`src/core/sdbc_pkg.sv`:
```
// Shared constants, enumerations and carrier types for the bus command block.
package sdbc_pkg;

  // Status codes as seen on the three status inputs (bit two first).
  localparam logic [2:0] SDBC_ST_IRQ_ACK = 3'h0;
  localparam logic [2:0] SDBC_ST_IO_RD   = 3'h1;
  localparam logic [2:0] SDBC_ST_IO_WR   = 3'h2;
  localparam logic [2:0] SDBC_ST_HALT    = 3'h3;
  localparam logic [2:0] SDBC_ST_FETCH   = 3'h4;
  localparam logic [2:0] SDBC_ST_MEM_RD  = 3'h5;
  localparam logic [2:0] SDBC_ST_MEM_WR  = 3'h6;
  localparam logic [2:0] SDBC_ST_PASSIVE = 3'h7;

  // Clock period and bus-grant enable delay window, in nanoseconds.
  localparam int SDBC_CLK_PERIOD_NS = 20;
  localparam int SDBC_GRANT_MIN_NS  = 110;
  localparam int SDBC_GRANT_MAX_NS  = 250;
  // Least time rounds up to whole cycles.
  localparam int SDBC_GRANT_CYCLES  =
    (SDBC_GRANT_MIN_NS + SDBC_CLK_PERIOD_NS - 1) / SDBC_CLK_PERIOD_NS;
  localparam int SDBC_GRANT_CNT_W   = 4;

  // Idle and reset level of the active-low command strobes.
  localparam logic SDBC_STROBE_IDLE_N = 1'b1;

  // Machine-cycle sequencer, Gray coded except for the LATCH-to-FINISH skip.
  typedef enum logic [1:0] {
    SDBC_IDLE   = 2'b00,
    SDBC_LATCH  = 2'b01,
    SDBC_ACTIVE = 2'b11,
    SDBC_FINISH = 2'b10
  } sdbc_state_t;

  // Active-low command strobes.
  typedef struct packed {
    logic mem_read_strobe_n;
    logic mem_write_strobe_n;
    logic early_mem_write_strobe_n;
    logic io_read_strobe_n;
    logic io_write_strobe_n;
    logic early_io_write_strobe_n;
    logic irq_acknowledge_n;
  } sdbc_cmd_t;

  // Output enables of the command drivers, high while driven.
  typedef struct packed {
    logic mem_oe;
    logic io_oe;
  } sdbc_cmd_oe_t;

  // Status pins as they arrive.
  typedef struct packed {
    logic status_bit_two;
    logic status_bit_one;
    logic status_bit_zero;
  } sdbc_status_t;

endpackage : sdbc_pkg

```
`src/core/sdbc_bus_command.sv`:
```
// Status-decoding bus command and control generator.
`timescale 1ns/1ps

module sdbc_bus_command #(
  parameter int GRANT_CYCLES = sdbc_pkg::SDBC_GRANT_CYCLES
) (
  // Clock and reset
  input  wire logic                   sys_clk_i,
  input  wire logic                   rst_i,
  // Processor status pins
  input  wire sdbc_pkg::sdbc_status_t status_i,
  // Strap and qualifiers from the system
  input  wire logic                   io_bus_mode_strap_i,
  input  wire logic                   bus_grant_enable_n_i,
  input  wire logic                   command_qualifier_i,
  // Command strobes and their driver enables
  output logic [$bits(sdbc_pkg::sdbc_cmd_t)-1:0]    cmd_o,
  output logic [$bits(sdbc_pkg::sdbc_cmd_oe_t)-1:0] cmd_oe_o,
  // Control outputs
  output logic                        address_latch_strobe_o,
  output logic                        transceiver_enable_o,
  output logic                        transfer_direction_o,
  output logic                        cascade_or_periph_enable_o
);
  import sdbc_pkg::*;

  // The grant counter must reach its last value. A zero delay would let a
  // command start as soon as the grant has passed the synchroniser, with no wait.
  if (GRANT_CYCLES < 1) begin : g_grant_too_short
    $error("GRANT_CYCLES must be at least one");
  end
  if (GRANT_CYCLES >= (1 << SDBC_GRANT_CNT_W)) begin : g_grant_too_long
    $error("GRANT_CYCLES does not fit the grant counter");
  end

  localparam logic [SDBC_GRANT_CNT_W-1:0] GRANT_LAST =
    SDBC_GRANT_CNT_W'(GRANT_CYCLES);
  localparam sdbc_cmd_t CMD_IDLE = '{default: SDBC_STROBE_IDLE_N};

  typedef struct packed {
    logic [2:0]                  st_sync1;
    logic [2:0]                  st_sync2;
    logic [2:0]                  st_prev;
    logic [2:0]                  st_lat;
    logic [1:0]                  ctl_sync1;
    logic [1:0]                  ctl_sync2;
    logic                        strap_sync1;
    logic                        strap;
    logic [SDBC_GRANT_CNT_W-1:0] grant_cnt;
    sdbc_state_t                 state;
    sdbc_cmd_t                   cmd;
    sdbc_cmd_oe_t                oe;
    logic                        ale;
    logic                        transceiver_enable;
    logic                        dir;
    logic                        cpe;
  } sdbc_regs_t;

  sdbc_regs_t regs_r;
  sdbc_regs_t regs_nxt;

  // Reset state: status passive, grant lost, qualifier low, drivers off.
  localparam sdbc_regs_t REGS_RESET = '{
    st_sync1:    SDBC_ST_PASSIVE,
    st_sync2:    SDBC_ST_PASSIVE,
    st_prev:     SDBC_ST_PASSIVE,
    st_lat:      SDBC_ST_PASSIVE,
    ctl_sync1:   2'h2,
    ctl_sync2:   2'h2,
    strap_sync1: 1'b0,
    strap:       1'b0,
    grant_cnt:   '0,
    state:       SDBC_IDLE,
    cmd:         CMD_IDLE,
    oe:          '0,
    ale:         1'b0,
    transceiver_enable:         1'b0,
    dir:         1'b0,
    cpe:         1'b0
  };

  // Saturating grant counter; it restarts whenever the grant is withdrawn.
  function automatic logic [SDBC_GRANT_CNT_W-1:0] sdbc_grant_step(
    input logic                        lost,
    input logic [SDBC_GRANT_CNT_W-1:0] cnt
  );
    if (lost) begin
      return '0;
    end
    if (cnt == GRANT_LAST) begin
      return cnt;
    end
    return cnt + 1'b1;
  endfunction : sdbc_grant_step

  // First strobes of a cycle: reads, acknowledge and the early writes.
  // Normal writes wait one more clock, which is what gives slow devices
  // their head start on the early write strobes.
  function automatic sdbc_cmd_t sdbc_lead(input sdbc_cmd_t d);
    sdbc_cmd_t c;
    c                          = d;
    c.early_mem_write_strobe_n = d.mem_write_strobe_n;
    c.early_io_write_strobe_n  = d.io_write_strobe_n;
    c.mem_write_strobe_n       = SDBC_STROBE_IDLE_N;
    c.io_write_strobe_n        = SDBC_STROBE_IDLE_N;
    return c;
  endfunction : sdbc_lead

  // Decoded command for one status code, all strobes active low.
  function automatic sdbc_cmd_t sdbc_decode(input logic [2:0] code);
    sdbc_cmd_t c;
    c = CMD_IDLE;
    case (code)
      SDBC_ST_IRQ_ACK: begin
        c.irq_acknowledge_n = 1'b0;
      end
      SDBC_ST_IO_RD: begin
        c.io_read_strobe_n = 1'b0;
      end
      SDBC_ST_IO_WR: begin
        c.io_write_strobe_n = 1'b0;
      end
      SDBC_ST_FETCH,
      SDBC_ST_MEM_RD: begin
        c.mem_read_strobe_n = 1'b0;
      end
      SDBC_ST_MEM_WR: begin
        c.mem_write_strobe_n = 1'b0;
      end
      default: begin
        c = CMD_IDLE;
      end
    endcase
    return c;
  endfunction : sdbc_decode

  function automatic logic sdbc_is_io(input logic [2:0] code);
    return ~code[2] && (code != SDBC_ST_HALT);
  endfunction : sdbc_is_io

  function automatic logic sdbc_is_write(input logic [2:0] code);
    return (code == SDBC_ST_IO_WR) || (code == SDBC_ST_MEM_WR);
  endfunction : sdbc_is_write

  // Peripheral enable is active low and covers I/O-side transfers only.
  function automatic logic sdbc_periph_n(input logic       transceiver_enable,
                                         input logic [2:0] code);
    return !(transceiver_enable && sdbc_is_io(code));
  endfunction : sdbc_periph_n

  logic       st_active;
  logic       st_new;
  logic       granted;
  logic       io_free;
  logic       cmd_ok;
  logic       qual;
  sdbc_cmd_t  dec;

  always_comb begin
    regs_nxt = regs_r;
    // Every pin crosses two flops before use; this costs three clocks
    // between a status change and the latch strobe.
    regs_nxt.st_sync1    = status_i;
    regs_nxt.st_sync2    = regs_r.st_sync1;
    regs_nxt.st_prev     = regs_r.st_sync2;
    regs_nxt.ctl_sync1   = {bus_grant_enable_n_i, command_qualifier_i};
    regs_nxt.ctl_sync2   = regs_r.ctl_sync1;
    regs_nxt.strap_sync1 = io_bus_mode_strap_i;
    regs_nxt.strap       = regs_r.strap_sync1;

    // A cycle starts only on a passive-to-active change, so a code that is
    // held, as in halt, never starts a second cycle.
    st_active = regs_r.st_sync2 != SDBC_ST_PASSIVE;
    st_new    = st_active && (regs_r.st_prev == SDBC_ST_PASSIVE);
    qual      = regs_r.ctl_sync2[0];
    dec       = sdbc_decode(regs_r.st_lat);

    // Grant counter measures the enable delay after grant goes low. The
    // count starts behind the synchroniser, so the true wait is two clocks
    // longer; keep the sum inside the upper bound of the delay.
    regs_nxt.grant_cnt = sdbc_grant_step(regs_r.ctl_sync2[1],
                                         regs_r.grant_cnt);
    granted = (regs_r.grant_cnt == GRANT_LAST) && !regs_r.ctl_sync2[1];
    // I/O on the dedicated bus needs no arbitration.
    io_free = regs_r.strap && sdbc_is_io(regs_r.st_lat);
    cmd_ok  = io_free || granted;

    // Drivers float once grant is lost, except dedicated I/O lines.
    regs_nxt.oe.io_oe  = regs_r.strap || !regs_r.ctl_sync2[1];
    regs_nxt.oe.mem_oe = !regs_r.ctl_sync2[1];

    regs_nxt.ale = 1'b0;
    regs_nxt.cpe = regs_r.strap ? 1'b1 : 1'b0;
    case (regs_r.state)
      SDBC_IDLE: begin
        regs_nxt.cmd = CMD_IDLE;
        regs_nxt.transceiver_enable = 1'b0;
        if (st_new) begin
          // Rises on the clock edge after the synchronised status turns active.
          regs_nxt.ale    = 1'b1;
          regs_nxt.st_lat = regs_r.st_sync2;
          regs_nxt.dir    = sdbc_is_write(regs_r.st_sync2);
          if (!regs_r.strap && regs_r.st_sync2 == SDBC_ST_IRQ_ACK) begin
            regs_nxt.cpe = 1'b1;
          end
          regs_nxt.state = SDBC_LATCH;
        end
      end
      SDBC_LATCH: begin
        if (regs_r.st_lat == SDBC_ST_HALT) begin
          // Halt issues nothing; the cycle only runs out.
          regs_nxt.state = SDBC_FINISH;
        end else if (cmd_ok) begin
          // Reads, acknowledge and early writes assert first.
          regs_nxt.cmd = sdbc_lead(dec);
          regs_nxt.transceiver_enable   = qual;
          regs_nxt.state = SDBC_ACTIVE;
        end
        if (!st_active) begin
          regs_nxt.state = SDBC_FINISH;
        end
      end
      SDBC_ACTIVE: begin
        // Normal writes follow the early ones by one clock.
        regs_nxt.cmd.mem_write_strobe_n = dec.mem_write_strobe_n;
        regs_nxt.cmd.io_write_strobe_n  = dec.io_write_strobe_n;
        regs_nxt.transceiver_enable = qual;
        if (!st_active) begin
          regs_nxt.cmd   = CMD_IDLE;
          regs_nxt.state = SDBC_FINISH;
        end
      end
      SDBC_FINISH: begin
        // Enable drops a full clock after the strobes went idle.
        regs_nxt.cmd   = CMD_IDLE;
        regs_nxt.transceiver_enable   = 1'b0;
        regs_nxt.dir   = 1'b0;
        regs_nxt.state = SDBC_IDLE;
      end
      default: begin
        regs_nxt.cmd   = CMD_IDLE;
        regs_nxt.transceiver_enable   = 1'b0;
        regs_nxt.state = SDBC_IDLE;
      end
    endcase

    // Qualifier low holds strobes driven inactive, not floated. It wins
    // over a lost grant, so a partitioned bus never sees floating lines.
    if (!qual) begin
      regs_nxt.cmd = CMD_IDLE;
      regs_nxt.transceiver_enable = 1'b0;
      regs_nxt.oe  = '{default: 1'b1};
    end
    // Peripheral enable (active low) mirrors data enable for I/O-side cycles in I/O-bus mode.
    if (regs_r.strap) begin
      regs_nxt.cpe = sdbc_periph_n(regs_nxt.transceiver_enable,
                                   regs_nxt.st_lat);
    end
  end

  always_ff @(posedge sys_clk_i or posedge rst_i) begin
    if (rst_i) begin
      regs_r <= REGS_RESET;
    end else begin
      regs_r <= regs_nxt;
    end
  end

  // Outputs come straight from the state register.
  always_comb begin
    cmd_o                      = regs_r.cmd;
    cmd_oe_o                   = regs_r.oe;
    address_latch_strobe_o     = regs_r.ale;
    transceiver_enable_o       = regs_r.transceiver_enable;
    transfer_direction_o       = regs_r.dir;
    cascade_or_periph_enable_o = regs_r.cpe;
  end

endmodule : sdbc_bus_command

```
`config.mk`:
```
export PLATFORM = sky130hd
export DESIGN_NAME = sdbc_bus_command
export DESIGN_NICKNAME = d
export VERILOG_FILES = /design/src/core/sdbc_pkg.sv /design/src/core/sdbc_bus_command.sv
export SDC_FILE = /design/constraint.sdc
export NUM_CORES = 1
export LEC_CHECK = 0
export BUFFER_PORTS_ARGS = -buffer_cell sky130_fd_sc_hd__buf_2
export CAP_MARGIN = 20
export CORE_MARGIN = 3
export CORE_UTILIZATION = 30
export CTS_BUF_LIST = sky130_fd_sc_hd__clkbuf_4 sky130_fd_sc_hd__clkbuf_8
export DETAILED_ROUTE_END_ITERATION = 10
export SETUP_SLACK_MARGIN = 0.15
export SLEW_MARGIN = 20
export SYNTH_ARGS = -nofsm -noshare
export SYNTH_HDL_FRONTEND = slang
export SYNTH_SLANG_ARGS = --single-unit
```
`constraint.sdc`:
```
create_clock -name sys_clk_i -period 1.54 [get_ports sys_clk_i]
set_input_delay 0 -clock sys_clk_i [delete_from_list [all_inputs] [get_ports sys_clk_i]]
set_output_delay 0 -clock sys_clk_i [all_outputs]
set_load 0.02 [all_outputs]
```
==> results summary <==
Walking the worst path, the cells encountered are inv_1 -> ha_2 -> and4bb_1 -> o21ai_2 -> o21a_4 -> mux2_4. The checks that failed: setup timing. The pin count of the biggest net entering global routing came out at 38.

The final max-slew violation count came out at 0. Adding up every negative setup slack in the final design gives -26.9 ps. In the routed design, unresolved DRC markers number 0. TritonCTS built the clock tree. The final critical-path setup slack is -9.73 ps. The number of I/O pins came out at 21.

The placed instances occupy a cell area of about 1700 sq um. The transition time at the pin with the least slew margin is between 400 and 500 ps. Setup repair after global routing could not meet its margin everywhere. The final critical delay including setup and external delays came out at about 1500 ps. The leading cell type in the layout, fill and taps excluded is dfstp_2.

The overall power consumption came out at between 2 and 3 mW. The relative slew slack came out at 0.707. Counting distinct cell types in the post-synthesis netlist gives 33.

Across the routed clock network, the largest skew measured is 2.93 ps. The total power per unit cell area is roughly 1300 nW/um^2. The vertical die dimension is 77.4 microns. The net count reported at finish came out at roughly 170. The number of synthesized flops with an enable pin is 0. Once detail routing completed, the nets flagged for antenna violations numbered 0.

For this run, the total global-route usage over all layers was measured as 0.0976. The detailed placement HPWL came out at between 1.5 and 2 mm. In this run the mean area of a mapped cell was roughly 13 sq um. In this run the worst hold path is classified as input port to asynchronous set/reset pin. The type of origin of the critical path is a register. For this run the aggregate overflow at the end of global routing stands at 0.

The clock latency of the later-clocked register in the worst-skew pair is about 280 ps. The first routing iteration left 37 violations. Row generation in the floorplan step produced 25 rows. The share of layout cells above drive strength 1 came out at 0.528.

The area enclosed by the die boundary came out at between 5000 and 6000 sq um. The final weighted congestion in routability-driven placement came out at just over 0.7. The critical path endpoint category is a register. The number of buffer and inverter instances along the worst setup path came out at 1. The critical path start-end classification is register to register. The final-report hold violation count is 0. The total wire length came out at approximately 2.7 mm. In the synthesized netlist the dominant register cell turns out to be dfstp_2.

Fill cells in the final layout number between 400 and 500. The total leakage power came out at around 0.89 nW. The worst setup timing slack at the placement stage is -18.2 ps. The cell sitting at the root of the clock tree is a clkbuf_8.

For this run, asynchronously set or reset flops after synthesis account for 1.00. The maximum clock path buffer count is 2. The routed length per placed instance came out at between 10 and 15 microns. The number of clock sinks came out at 37. In the layout the commonest cells are 21 x dfstp_2, 20 x buf_2, 18 x buf_4. The clock buffer count from CTS is 5. The synthesized cell area came out at between 1500 and 2000 sq um. The detail-routed via count per cell came out at between 4 and 5. The initial cell density of the core came out at 0.317.

The data arrival time at the worst-slack endpoint is about 1800 ps. The post-synthesis sequential area ratio came out at 0.623. Static timing analysis puts the maximum clock frequency at between 600 and 700 MHz.

The post-synthesis net count came out at about 130. The total iterations of the first detailed-routing run came out at 3. The family with the most delay on the worst path is compound AO/OA/AOI/OAI gates.

The count of cells in the finished layout, fillers not included, comes to between 200 and 250. The count of buffers from port buffering came out at 20. In the finished design, the share of the clock period the worst path needs comes to 1.01. The layout overhead on the synthesized area is 32.4%.

The number of max-cap violations came out at 0. The worst voltage drop across the vdd grid came out at 0.612 mV. The number of global-route vias before repair is 1027. The number of antenna diodes in the final layout is 0. The via count is approximately 1000.

The final setup violation count came out at 5. Once placement completed, the tool counted placed cells totaling ~210. Of all nets on the critical path, the largest fanout is 5. The initial antenna violation count came out at 0. The largest single stage delay on the critical path is about 350 ps.

The run finished, with violations left. The final non-filler cell area is ~2000 sq um. The flip-flop and latch count after synthesis came out at 37. In this run the number of H-tree levels came out at 2. The clock transition at the registers of the reported paths came out at 70 ps. The post-synthesis cell count came out at about 120. From left edge to right edge, the die measures ~77 microns. The first global-routing pass estimated 4.57 mm of wire. The synthesis warning total came out at 0.

The standard cell core area is approximately 4800 sq um. Among all stages on the critical path, the largest delay is contributed by dfrtp_1. Data on the critical path is required at its endpoint by ~1800 ps.
==> logic make-up after synthesis <==
logic type | Yosys count | share of synthesized area
AO/OA/AOI/OAI | 17 | 0.0802
XOR/XNOR | 2 | 0.0115
adder cells (fa/ha/maj) | 2 | 0.0164
buffers and inverters | 15 | 0.0597
flip-flops | 37 | 0.623
multiplexers | 8 | 0.0581
AND/OR/NAND/NOR | 38 | 0.151
==> registers in the layout (all words and copies together), names as in the netlist <==
name / cells
cmd_o: 7
regs_nxt: 9
qual: 1
regs_r: 14
transceiver_enable_o: 1
cascade_or_periph_enable_o: 1
address_latch_strobe_o: 1
cmd_oe_o: 2
transfer_direction_o: 1
==> metal layers <==
metal	track usage	vias up	wire length, microns
met5	0	-	0
met4	0.0320	0	17
met3	0.0371	2	133
met2	0.163	23	1330
met1	0.115	488	1200
li1	-	488	-
==> tightest hold or removal path, stage by stage <==
cell and delay, ps:
dlygate4sd3_1 520, buf_2 110, inv_1 40, buf_4 380
==> final cells by class <==
| cell class | count | area, sq um | share of cell area |
|---|---|---|---|
| Timing Repair Buffer | 46 | 317 | 0.156 |
| Inverter | 5 | 18.8 | 0.00927 |
| Tap cell | 67 | 83.8 | 0.0414 |
| Clock buffer | 8 | 97.6 | 0.0482 |
| Multi-Input combinational cell | 67 | 556 | 0.274 |
| Sequential cell | 37 | 952 | 0.470 |
==> what timing repair did <==
action | CTS | global route
endpoints found under the hold margin | 22 | 0
buffers inserted | 5 | 3
pin swaps | 7 | 7
setup endpoints to repair | 8 | 14
gates resized for setup | 7 | 4
hold buffers | 7 | 0
==> cell usage after synthesis (3+ instances only) <==
master | instances | area, sq um
a21oi_1 | 6 | 30.0
buf_4 | 9 | 67.6
dfrtp_1 | 16 | 400
dfstp_2 | 21 | 552
inv_1 | 5 | 18.8
mux2_2 | 7 | 78.8
nand2_1 | 6 | 22.5
nand2b_1 | 4 | 25.0
nand3_1 | 4 | 20.0
nor2_1 | 8 | 30.0
o21ai_0 | 3 | 15.0
==> path summary, 6_finish.rpt <==
path | start | endpoint | slack [ps] | cells after the start
worst min-delay path | rst_i | transceiver_enable_o | 350 | 4
max in group asynchronous | rst_i | cmd_o[6] | 850 | 4
worst max register to register | regs_r[15] | cmd_o[6] | -10 | 6
min in group sys_clk_i | regs_nxt[19] | regs_r[19] | 350 | 0
worst max-delay path | regs_r[15] | cmd_o[6] | -10 | 6
worst min register to register | regs_nxt[19] | regs_r[19] | 350 | 0
==> per-stage QoR <==
step | util | hold WS [ps]
floorplan | - | 4.48
global placement | 0.362 | 105
detailed placement | 0.362 | 106
CTS | 0.411 | 343
global route | 0.420 | 355
finish | 0.420 | 349
==> where the power goes <==
group | switching [mW] | internal (mW) | total [mW]
Combinational | 0.331 | 0.333 | 0.664
Sequential | 0.141 | 1.15 | 1.30
Clock | 0.306 | 0.400 | 0.706
Total | 0.778 | 1.89 | 2.67
No activity file was read; power rests on OpenSTA's default activity.
